## src/inc/flash_self_write_pkg.sv

```systemverilog
// flash_self_write_pkg: constants and types for the self-programming controller.
// assumes a 50 MHz core clock and an 8-bit special-function register port.
package flash_self_write_pkg;

  // core clock and programming times
  localparam int unsigned CLK_MHZ = 50;
  localparam int unsigned ERASE_TIME_US = 2000;
  localparam int unsigned WRITE_TIME_US = 2000;
  localparam int unsigned ERASE_CYCLES = ERASE_TIME_US * CLK_MHZ;
  localparam int unsigned WRITE_CYCLES = WRITE_TIME_US * CLK_MHZ;
  localparam int unsigned TIMER_W = 24;

  // geometry
  localparam int unsigned PTR_W = 22;
  localparam int unsigned PTR_MOVE_W = 21;
  localparam int unsigned HOLD_DEPTH = 8;
  localparam int unsigned HOLD_IDX_W = 3;
  localparam int unsigned ERASE_LSB = 6;
  localparam int unsigned WRITE_LSB = 3;

  // special-function register indices on the register port
  localparam logic [2:0] SFR_CTRL = 3'h0;
  localparam logic [2:0] SFR_UNLOCK = 3'h1;
  localparam logic [2:0] SFR_LATCH = 3'h2;
  localparam logic [2:0] SFR_PTR_L = 3'h3;
  localparam logic [2:0] SFR_PTR_H = 3'h4;
  localparam logic [2:0] SFR_PTR_U = 3'h5;

  // memory_access_control field positions
  localparam int unsigned BIT_MSEL = 7;
  localparam int unsigned BIT_CONFIG_SELECT = 6;
  localparam int unsigned BIT_FREE = 4;
  localparam int unsigned BIT_WERR = 3;
  localparam int unsigned BIT_WRITE_ENABLE_BIT = 2;
  localparam int unsigned BIT_WR = 1;
  localparam int unsigned BIT_RD = 0;

  // reset values
  localparam logic [7:0] LATCH_RST = 8'h00;
  localparam logic [21:0] PTR_RST = 22'h000000;
  localparam logic [7:0] HOLD_RST = 8'hff;

  // unlock key bytes
  localparam logic [7:0] KEY_FIRST = 8'h55;
  localparam logic [7:0] KEY_SECOND = 8'haa;

  typedef enum logic [1:0] {
    UL_IDLE = 2'b00,
    UL_GOT_FIRST = 2'b01,
    UL_ARMED = 2'b10
  } unlock_state_t;

  typedef enum logic [2:0] {
    OP_NONE = 3'b000,
    OP_FLASH_WRITE = 3'b001,
    OP_FLASH_ERASE = 3'b010,
    OP_EE_WRITE = 3'b011,
    OP_CFG_WRITE = 3'b100
  } op_kind_t;

  typedef enum logic [1:0] {
    PTR_KEEP = 2'b00,
    PTR_POST_INC = 2'b01,
    PTR_POST_DEC = 2'b10,
    PTR_PRE_INC = 2'b11
  } ptr_mode_t;

endpackage

```

## src/rtl/prog_timer.sv

```systemverilog
// prog_timer: down-counter that times one self-timed programming operation.
// assumes load is only pulsed while idle; done is a one-cycle pulse at the end.
`timescale 1ns/10ps
module prog_timer #(
  parameter int unsigned W = 24
) (
  input wire logic ref_clk, // core clock
  input wire logic reset, // synchronous, active high; aborts a running count
  input wire logic load, // one-cycle pulse: start counting
  input wire logic [W-1:0] cycles, // duration in clock cycles, at least 1
  output logic busy, // high while counting
  output logic done // one-cycle pulse when the count runs out
);

  logic [W-1:0] count_q;
  logic busy_q;
  logic done_q;

  always_ff @(posedge ref_clk) begin
    if (reset) begin
      count_q <= '0;
      busy_q <= 1'b0;
    end else if (load && !busy_q) begin
      count_q <= cycles;
      busy_q <= 1'b1;
    end else if (busy_q) begin
      count_q <= count_q - W'(1);
      if (count_q == W'(1)) begin
        busy_q <= 1'b0;
      end
    end
  end

  always_ff @(posedge ref_clk) begin
    if (reset) begin
      done_q <= 1'b0;
    end else begin
      done_q <= busy_q && (count_q == W'(1));
    end
  end

  assign busy = busy_q;
  assign done = done_q;

endmodule

```

## src/rtl/flash_self_write.sv

```systemverilog
// flash_self_write: program flash self-programming control seen from the core.
// assumes the core drives the sfr port and table strobes from ref_clk, and that
// the flash array answers a word read in the same cycle as flash_rd_en.
`timescale 1ns/10ps
module flash_self_write #(
  parameter int unsigned ERASE_CYCLES = flash_self_write_pkg::ERASE_CYCLES,
  parameter int unsigned WRITE_CYCLES = flash_self_write_pkg::WRITE_CYCLES
) (
  input wire logic ref_clk, // core clock, 50 MHz
  input wire logic reset, // device reset, synchronous, active high
  input wire logic por_reset, // power-on reset, synchronous, active high
  input wire logic sfr_wr, // register write strobe
  input wire logic sfr_rd, // register read strobe
  input wire logic [2:0] sfr_sel, // register index
  input wire logic [7:0] sfr_wdata, // register write data
  output logic [7:0] sfr_rdata, // register read data, one cycle after sfr_rd
  input wire logic table_read_op, // table read strobe
  input wire logic table_write_op, // table write strobe
  input wire logic [1:0] table_ptr_mode, // pointer update for the table op
  output logic flash_rd_en, // array word read request
  output logic [20:0] flash_rd_addr, // array word address, bit 20 is config space
  input wire logic [15:0] flash_rd_data, // array word, valid in the same cycle as the request
  output logic flash_write_req, // pulse: program one 8-byte block
  output logic flash_erase_req, // pulse: erase one 64-byte block
  output logic config_space, // active operation targets configuration space
  output logic [18:0] write_blk_addr, // block to program
  output logic [15:0] erase_blk_addr, // block to erase
  output logic [63:0] prog_data, // holding registers, byte 0 in bits 7:0
  output logic ee_write_req, // pulse: eeprom write start
  output logic ee_read_req, // pulse: eeprom read
  output logic prog_active, // timed operation running
  output logic fetch_stall, // hold off instruction fetch
  output logic write_complete_irq_flag, // sticky completion flag
  input wire logic write_complete_clr // clear the completion flag
);

  localparam int unsigned TW = flash_self_write_pkg::TIMER_W;
  localparam int unsigned PW = flash_self_write_pkg::PTR_W;
  localparam int unsigned MW = flash_self_write_pkg::PTR_MOVE_W;

  flash_self_write_pkg::unlock_state_t ul_q;
  flash_self_write_pkg::op_kind_t op_q;
  flash_self_write_pkg::op_kind_t op_d;

  logic msel_q, config_select_q, free_q, werr_q, write_enable_bit_q, wr_q, rd_q;
  logic [7:0] latch_q;
  logic [PW-1:0] ptr_q;
  logic [PW-1:0] ptr_eff;
  logic [7:0] hold_q [flash_self_write_pkg::HOLD_DEPTH];
  logic wr_ctrl, wr_unlock, start_ok, busy, op_done, timer_busy;
  logic rd_pend_q, rd_byte_q;
  logic [20:0] rd_addr_q;
  logic [7:0] rdata_q;
  logic wreq_q, ereq_q, eereq_q, cfg_q, wc_flag_q;
  logic [18:0] wblk_q;
  logic [15:0] eblk_q;
  logic [TW-1:0] timer_cycles;
  logic table_ok;

  assign wr_ctrl = sfr_wr && (sfr_sel == flash_self_write_pkg::SFR_CTRL);
  assign wr_unlock = sfr_wr && (sfr_sel == flash_self_write_pkg::SFR_UNLOCK);
  assign busy = (op_q != flash_self_write_pkg::OP_NONE);
  assign table_ok = !busy;

  // the start is only honoured as the write right after the key pair
  assign start_ok = wr_ctrl && sfr_wdata[flash_self_write_pkg::BIT_WR] && write_enable_bit_q
    && (ul_q == flash_self_write_pkg::UL_ARMED) && !busy;

  // unlock sequence tracker; the unlock register itself holds no data
  always_ff @(posedge ref_clk) begin
    if (reset) begin
      ul_q <= flash_self_write_pkg::UL_IDLE;
    end else if (sfr_wr) begin
      case (ul_q)
        flash_self_write_pkg::UL_IDLE: begin
          if (wr_unlock && sfr_wdata == flash_self_write_pkg::KEY_FIRST) begin
            ul_q <= flash_self_write_pkg::UL_GOT_FIRST;
          end
        end
        flash_self_write_pkg::UL_GOT_FIRST: begin
          if (wr_unlock && sfr_wdata == flash_self_write_pkg::KEY_SECOND) begin
            ul_q <= flash_self_write_pkg::UL_ARMED;
          end else if (wr_unlock && sfr_wdata == flash_self_write_pkg::KEY_FIRST) begin
            ul_q <= flash_self_write_pkg::UL_GOT_FIRST;
          end else begin
            ul_q <= flash_self_write_pkg::UL_IDLE;
          end
        end
        // any register write consumes the armed state, start or not
        flash_self_write_pkg::UL_ARMED: ul_q <= flash_self_write_pkg::UL_IDLE;
        default: ul_q <= flash_self_write_pkg::UL_IDLE;
      endcase
    end
  end

  // target choice: config space first, then flash or eeprom; no bulk erase kind exists
  always_comb begin
    if (config_select_q) begin
      op_d = flash_self_write_pkg::OP_CFG_WRITE;
    end else if (msel_q && free_q) begin
      op_d = flash_self_write_pkg::OP_FLASH_ERASE;
    end else if (msel_q) begin
      op_d = flash_self_write_pkg::OP_FLASH_WRITE;
    end else begin
      op_d = flash_self_write_pkg::OP_EE_WRITE;
    end
  end

  assign timer_cycles = (op_d == flash_self_write_pkg::OP_FLASH_ERASE) ?
    TW'(ERASE_CYCLES) : TW'(WRITE_CYCLES);

  prog_timer #(
    .W(TW)
  ) u_timer (
    .ref_clk(ref_clk),
    .reset(reset),
    .load(start_ok),
    .cycles(timer_cycles),
    .busy(timer_busy),
    .done(op_done)
  );

  always_ff @(posedge ref_clk) begin
    if (reset) begin
      op_q <= flash_self_write_pkg::OP_NONE;
    end else if (start_ok) begin
      op_q <= op_d;
    end else if (op_done) begin
      op_q <= flash_self_write_pkg::OP_NONE;
    end
  end

  // target selects survive a device reset so a failed write can be traced
  always_ff @(posedge ref_clk) begin
    if (por_reset) begin
      msel_q <= 1'b0;
      config_select_q <= 1'b0;
    end else if (wr_ctrl && !busy) begin
      msel_q <= sfr_wdata[flash_self_write_pkg::BIT_MSEL];
      config_select_q <= sfr_wdata[flash_self_write_pkg::BIT_CONFIG_SELECT];
    end
  end

  always_ff @(posedge ref_clk) begin
    if (reset) begin
      free_q <= 1'b0;
    end else if (op_done && op_q == flash_self_write_pkg::OP_FLASH_ERASE) begin
      free_q <= 1'b0;
    end else if (wr_ctrl && !busy) begin
      free_q <= sfr_wdata[flash_self_write_pkg::BIT_FREE];
    end
  end

  // write-enable may drop mid-operation; only start_ok and the ctrl readback look at it
  always_ff @(posedge ref_clk) begin
    if (reset) begin
      write_enable_bit_q <= 1'b0;
    end else if (wr_ctrl) begin
      write_enable_bit_q <= sfr_wdata[flash_self_write_pkg::BIT_WRITE_ENABLE_BIT];
    end
  end

  // software can only set the start bits; writing zero does nothing
  always_ff @(posedge ref_clk) begin
    if (reset) begin
      wr_q <= 1'b0;
    end else if (start_ok) begin
      wr_q <= 1'b1;
    end else if (op_done) begin
      wr_q <= 1'b0;
    end
  end

  always_ff @(posedge ref_clk) begin
    if (reset) begin
      rd_q <= 1'b0;
    end else if (rd_q) begin
      rd_q <= 1'b0;
    // the select written in the same byte decides, so a single write cannot sneak a flash read
    end else if (wr_ctrl && sfr_wdata[flash_self_write_pkg::BIT_RD]
        && !sfr_wdata[flash_self_write_pkg::BIT_MSEL] && !busy) begin
      rd_q <= 1'b1;
    end
  end

  // error flag is held across device reset; the aborting reset itself sets it
  always_ff @(posedge ref_clk) begin
    if (por_reset) begin
      werr_q <= 1'b0;
    end else if (reset && busy) begin
      werr_q <= 1'b1;
    end else if (op_done) begin
      werr_q <= 1'b0;
    end
  end

  always_ff @(posedge ref_clk) begin
    if (reset) begin
      wc_flag_q <= 1'b0;
    end else if (op_done) begin
      wc_flag_q <= 1'b1;
    end else if (write_complete_clr) begin
      wc_flag_q <= 1'b0;
    end
  end

  // start pulses and addresses captured at the start write
  always_ff @(posedge ref_clk) begin
    if (reset) begin
      wreq_q <= 1'b0;
      ereq_q <= 1'b0;
      eereq_q <= 1'b0;
      cfg_q <= 1'b0;
      wblk_q <= '0;
      eblk_q <= '0;
    end else begin
      wreq_q <= start_ok && (op_d == flash_self_write_pkg::OP_FLASH_WRITE
        || op_d == flash_self_write_pkg::OP_CFG_WRITE);
      ereq_q <= start_ok && (op_d == flash_self_write_pkg::OP_FLASH_ERASE);
      eereq_q <= start_ok && (op_d == flash_self_write_pkg::OP_EE_WRITE);
      if (start_ok) begin
        cfg_q <= (op_d == flash_self_write_pkg::OP_CFG_WRITE);
        wblk_q <= ptr_q[PW-1:flash_self_write_pkg::WRITE_LSB];
        eblk_q <= ptr_q[PW-1:flash_self_write_pkg::ERASE_LSB];
      end
    end
  end

  // pointer moves touch only the low 21 bits; bit 21 selects config space
  always_comb begin
    ptr_eff = ptr_q;
    if (table_ptr_mode == flash_self_write_pkg::PTR_PRE_INC) begin
      ptr_eff = {ptr_q[PW-1], ptr_q[MW-1:0] + MW'(1)};
    end
  end

  always_ff @(posedge ref_clk) begin
    if (reset) begin
      ptr_q <= flash_self_write_pkg::PTR_RST;
    end else if ((table_read_op || table_write_op) && table_ok) begin
      case (table_ptr_mode)
        flash_self_write_pkg::PTR_POST_INC: ptr_q[MW-1:0] <= ptr_q[MW-1:0] + MW'(1);
        flash_self_write_pkg::PTR_POST_DEC: ptr_q[MW-1:0] <= ptr_q[MW-1:0] - MW'(1);
        flash_self_write_pkg::PTR_PRE_INC: ptr_q <= ptr_eff;
        default: ptr_q <= ptr_q;
      endcase
    end else if (sfr_wr && sfr_sel == flash_self_write_pkg::SFR_PTR_L) begin
      ptr_q[7:0] <= sfr_wdata;
    end else if (sfr_wr && sfr_sel == flash_self_write_pkg::SFR_PTR_H) begin
      ptr_q[15:8] <= sfr_wdata;
    end else if (sfr_wr && sfr_sel == flash_self_write_pkg::SFR_PTR_U) begin
      ptr_q[PW-1:16] <= sfr_wdata[PW-17:0];
    end
  end

  // table read: word request, then pick one byte by pointer bit 0
  always_ff @(posedge ref_clk) begin
    if (reset) begin
      rd_pend_q <= 1'b0;
      rd_byte_q <= 1'b0;
      rd_addr_q <= '0;
    end else begin
      rd_pend_q <= table_read_op && table_ok;
      if (table_read_op && table_ok) begin
        rd_byte_q <= ptr_eff[0];
        rd_addr_q <= ptr_eff[PW-1:1];
      end
    end
  end

  always_ff @(posedge ref_clk) begin
    if (reset) begin
      latch_q <= flash_self_write_pkg::LATCH_RST;
    end else if (rd_pend_q) begin
      latch_q <= rd_byte_q ? flash_rd_data[15:8] : flash_rd_data[7:0];
    end else if (sfr_wr && sfr_sel == flash_self_write_pkg::SFR_LATCH) begin
      latch_q <= sfr_wdata;
    end
  end

  // holding registers: the latch lands here, never in the array directly
  genvar gi;
  generate
    for (gi = 0; gi < flash_self_write_pkg::HOLD_DEPTH; gi++) begin : g_hold
      always_ff @(posedge ref_clk) begin
        if (reset) begin
          hold_q[gi] <= flash_self_write_pkg::HOLD_RST;
        end else if (table_write_op && table_ok
            && ptr_eff[flash_self_write_pkg::HOLD_IDX_W-1:0]
            == flash_self_write_pkg::HOLD_IDX_W'(gi)) begin
          hold_q[gi] <= latch_q;
        end
      end
      assign prog_data[gi*8 +: 8] = hold_q[gi];
    end
  endgenerate

  always_ff @(posedge ref_clk) begin
    if (reset) begin
      rdata_q <= 8'h00;
    end else if (sfr_rd) begin
      case (sfr_sel)
        flash_self_write_pkg::SFR_CTRL: rdata_q <= {msel_q, config_select_q, 1'b0, free_q,
          werr_q, write_enable_bit_q, wr_q, rd_q};
        flash_self_write_pkg::SFR_UNLOCK: rdata_q <= 8'h00;
        flash_self_write_pkg::SFR_LATCH: rdata_q <= latch_q;
        flash_self_write_pkg::SFR_PTR_L: rdata_q <= ptr_q[7:0];
        flash_self_write_pkg::SFR_PTR_H: rdata_q <= ptr_q[15:8];
        flash_self_write_pkg::SFR_PTR_U: rdata_q <= {2'b00, ptr_q[PW-1:16]};
        default: rdata_q <= 8'h00;
      endcase
    end
  end

  assign sfr_rdata = rdata_q;
  assign flash_rd_en = rd_pend_q;
  assign flash_rd_addr = rd_addr_q;
  assign flash_write_req = wreq_q;
  assign flash_erase_req = ereq_q;
  assign config_space = cfg_q;
  assign write_blk_addr = wblk_q;
  assign erase_blk_addr = eblk_q;
  assign ee_write_req = eereq_q;
  assign ee_read_req = rd_q;
  assign prog_active = timer_busy;
  // eeprom writes run in the background; only program-space work stops fetch
  assign fetch_stall = busy && (op_q != flash_self_write_pkg::OP_EE_WRITE);
  assign write_complete_irq_flag = wc_flag_q;

endmodule

```

## config.mk

```make
export PLATFORM = sky130hd
export DESIGN_NAME = flash_self_write
export DESIGN_NICKNAME = d
export VERILOG_FILES = /design/src/inc/flash_self_write_pkg.sv /design/src/rtl/prog_timer.sv /design/src/rtl/flash_self_write.sv
export SDC_FILE = /design/constraint.sdc
export NUM_CORES = 1
export LEC_CHECK = 0
export BUFFER_PORTS_ARGS = -buffer_cell sky130_fd_sc_hd__buf_4
export CAP_MARGIN = 20
export CORE_ASPECT_RATIO = 0.8
export CORE_MARGIN = 2
export CORE_UTILIZATION = 40
export DETAILED_ROUTE_END_ITERATION = 6
export RECOVER_POWER = 25
export SLEW_MARGIN = 20
export SYNTH_ARGS = -nofsm -noshare
export SYNTH_HDL_FRONTEND = slang
export SYNTH_SLANG_ARGS = --single-unit
```

## constraint.sdc

```tcl
create_clock -name ref_clk -period 2.3 [get_ports ref_clk]
set_input_delay 0.115 -clock ref_clk [delete_from_list [all_inputs] [get_ports ref_clk]]
set_output_delay 0.115 -clock ref_clk [all_outputs]
set_load 0.01 [all_outputs]
```

==> summary.txt <==
Timing
  • Minimum clock period: 2.28 ns
  • Slew margin rel.: a little under two fifths
  • F_max: around 440 MHz
  • Setup violations, final: 0
  • RSZ-0062 raised after global routing: yes
  • Hold_ws: 0.0188 ns
  • Setup TNS Final: 0 ns
  • Tcrit/Tclk final: between 90% and 100%
  • Clock skew: 0.0139 ns
  • Max-slew violation count: 0
  • Pin slew with the least headroom to its limit: 0.923 ns
  • Final Hold Viols: 0

Placed design
  • Port bufs: 173
  • Post-DP HPWL: roughly 21 mm
  • # placed instances: 1,479
  • GP Congestion: 0.942

Critical path
  • Type of origin of the critical path: flop
  • WP data arrival: 2.63 ns
  • Critical path data required time: 2.65 ns
  • Worst setup EP type: flop
  • CP Class: flop to flop
  • Worst Path Max Fanout: 6
  • Setup slack, reg-to-reg: 0.02 ns

Logic synthesis
  • Cell variety after synth: 63
  • Ys flop type: dfxtp_1
  • Yosys warns: 0
  • Mapped Nets: 1,048
  • Yosys top cell by area: dfxtp_1
  • Flops & latches, synth: 187
  • Async SR Flop Fraction: 0%
  • Post-Synthesis Cells: around 1,000
  • Post-synth EDFFs: 64
  • Synth area leaders: dfxtp_1, edfxtp_1, nor2_1
  • Post-synth top area share: 26.5%
  • Sequential fraction of the synthesis area: a little under half
  • Mapped Area: 0.00928 sq mm
  • Avg Inst Size Synth: 9.23 sq um

Cells and area
  • Register Area: 0.00439 sq mm
  • # fillers: 2,122
  • Share of layout cells above drive strength 1: 30.7%
  • Nets: approximately 1,200
  • ANT cells: 0
  • Layout area overhead: 27.4%
  • Multi-input logic area: ~0.0044 sq mm
  • Final non-filler cell total: 1,517

Route
  • Post-DRT Antenna Nets: 0
  • Drt drc: 0
  • Routed len/inst: a little under 20 um
  • Wire length on met2: 12.8 mm
  • Routed Wire Length: 29.6 mm
  • Pre-antenna DRT Iters: 6
  • Vias per cell: 5.42
  • Top sig layer: met4
  • Wl on met1: 13.9 mm
  • Drt initial violations: 714
  • Vias after detailed routing: 8,226
  • Routed wl met3: approximately 2.3 mm

Clock tree
  • CTS tree: yes
  • Clk slew on worst S/H paths: 0.07 ns
  • CTS Sinks: 187
  • TritonCTS buffer count: 17
  • H-tree levels: 4
  • Clk_lat worst skew: 0.44 ns
  • Max Buffers Root-to-Sink: 2
  • Root Buffer: clkbuf_16

Global routing
  • Total GRT Usage: 23.8%
  • Largest net degree at the start of global routing: 41
  • Initial antenna violation count: 0
  • First-pass GRT wire length: 44.6 mm
  • Vias in the first global route: 7,525
  • Total gr overflow: 0

Min path
  • HP Class: input pin to flop

Floorplanning
  • Die ar.: 0.0244 sq mm
  • Horiz. Die Dim: 174 um
  • Die Ht: between 100 and 150 um
  • Ports: 174
  • Initial Utilization: 41.0%
  • Core area: 0.0226 sq mm
  • Cell row count: 49

Status
  • Status: finished clean

Power and ir drop
  • Pwr/cell area: 672 mW/mm^2
  • Power, Total: 7.94 mW
  • Peak supply drop: 515 uV
  • P_leak: 4.35 nW

Run
  • Max cap viols: 0
flip-flops by register name (all words and copies together) (netlist names), 2 cells and up:
signal / cells
flash_rd_addr: 21
hold_q: 64
latch_q: 8
op_q: 3
ptr_q: 22
sfr_rdata: 8
u_timer.count_q: 24
ul_q: 2
write_blk_addr: 19
routing by layer:
metal,track usage (%),vias up
met5,0,-
met4,7.39,0
met3,4.75,47
met2,34.8,344
met1,35.3,3879
li1,-,3956
metrics by stage:
stage,instance area (sq um),setup slack (ns),utilization [%]
floorplan,9290,0.000997,-
CTS,11800,0.0407,52.0
detailed placement,11100,0.0565,49.2
finish,11800,0.0234,52.2
global route,11800,-0.0952,52.2
global placement,11100,0.0958,49.2
synthesized netlist by cell type (5+ instances only):
library cell and count:
buf_6 5, nor4b_1 6, nor3_1 31, buf_1 5
o21ai_0 30, a211oi_1 29, a22oi_1 9, o211ai_1 5
ha_1 6, or4_1 6, xnor2_1 28, nor2b_1 8
nand4_1 7, buf_4 22, nor4_1 18, a221oi_1 7
buf_2 10, mux2i_1 39, and2_1 5, o41ai_1 6
nand2_1 87, nand2b_1 10, edfxtp_1 64, o31ai_1 9
a21oi_1 52, or2_2 62, dfxtp_1 123, inv_1 12
or3_1 7, clkbuf_1 40, a311oi_1 6, nand3_1 39
nor2_1 126, xor2_1 32, o221ai_1 7
worst max-delay path, stage by stage, from the launching register on:
cell     delay, ns
dfxtp_2       0.33
or4_4         0.55
or4_4         0.60
nor4_4        0.16
xor2_1        0.20
a21oi_2       0.08
o41ai_2       0.25
kinds of logic (layout without fill, tap and decap cells):
logic type	Yosys count	count (layout)	share of synthesized area (%)
xor gates and xnor gates	60	60	5.67
adders and majority gates	6	6	0.809
AOI/OAI and AO/OA	177	177	12.7
DFF	187	187	47.3
and+or+nand+nor	438	438	23.8
muxes	40	40	4.33
buffers and inverters	97	303	5.46
cell usage in the layout (no fill, tap or decap), drive strengths merged, types with 8 or more instances in the layout:
cell,synthesis,routed
buf,42,252
nor2,127,127
dfxtp,123,123
nand2,87,87
edfxtp,64,64
or2,62,62
a21oi,52,52
nand3,39,39
mux2i,39,39
nor3,33,33
xor2,32,32
o21ai,30,30
a211oi,29,29
xnor2,28,28
inv,12,20
nor4,19,19
clkbuf,41,17
nand2b,10,10
o31ai,9,9
a22oi,9,9
nor2b,8,8
or4,8,8
path summary, 6_finish.rpt:
check,from,to,cells past startpoint
setup reg to reg,ptr_q[7],ptr_q[17],6
hold reg to reg,flash_rd_addr[20],flash_rd_addr[20],2
hold / removal,sfr_wdata[7],msel_q,3
setup / recovery,ptr_q[7],ptr_q[17],6
area by class of cell:
| cell class | count | share of cell area [%] |
|---|---|---|
| Clock inverter | 15 | 1.39 |
| Sequential cell | 187 | 37.1 |
| Multi-Input combinational cell | 721 | 37.5 |
| Inverter | 14 | 0.445 |
| Timing Repair Buffer | 257 | 16.7 |
| Clock buffer | 17 | 3.60 |
| Tap cell | 306 | 3.24 |
what timing repair did:
| action | 4_1_cts | 5_1_grt |
|---|---|---|
| endpoints found under the hold margin | 8 | 0 |
| hold buffers | 5 | 0 |
| setup endpoints to repair | 0 | 54 |
| buffers inserted | 0 | 1 |
| resized for setup | 0 | 14 |
report_power, final:
group / total (mW) / internal [mW] / leakage [nW] / switching [mW]
sequential: 3.64 / 3.53 / 1.46 / 0.116
clock: 2.96 / 1.46 / 0.283 / 1.50
combinational: 1.34 / 0.553 / 2.61 / 0.787
Power figures use the tool's default switching activity.
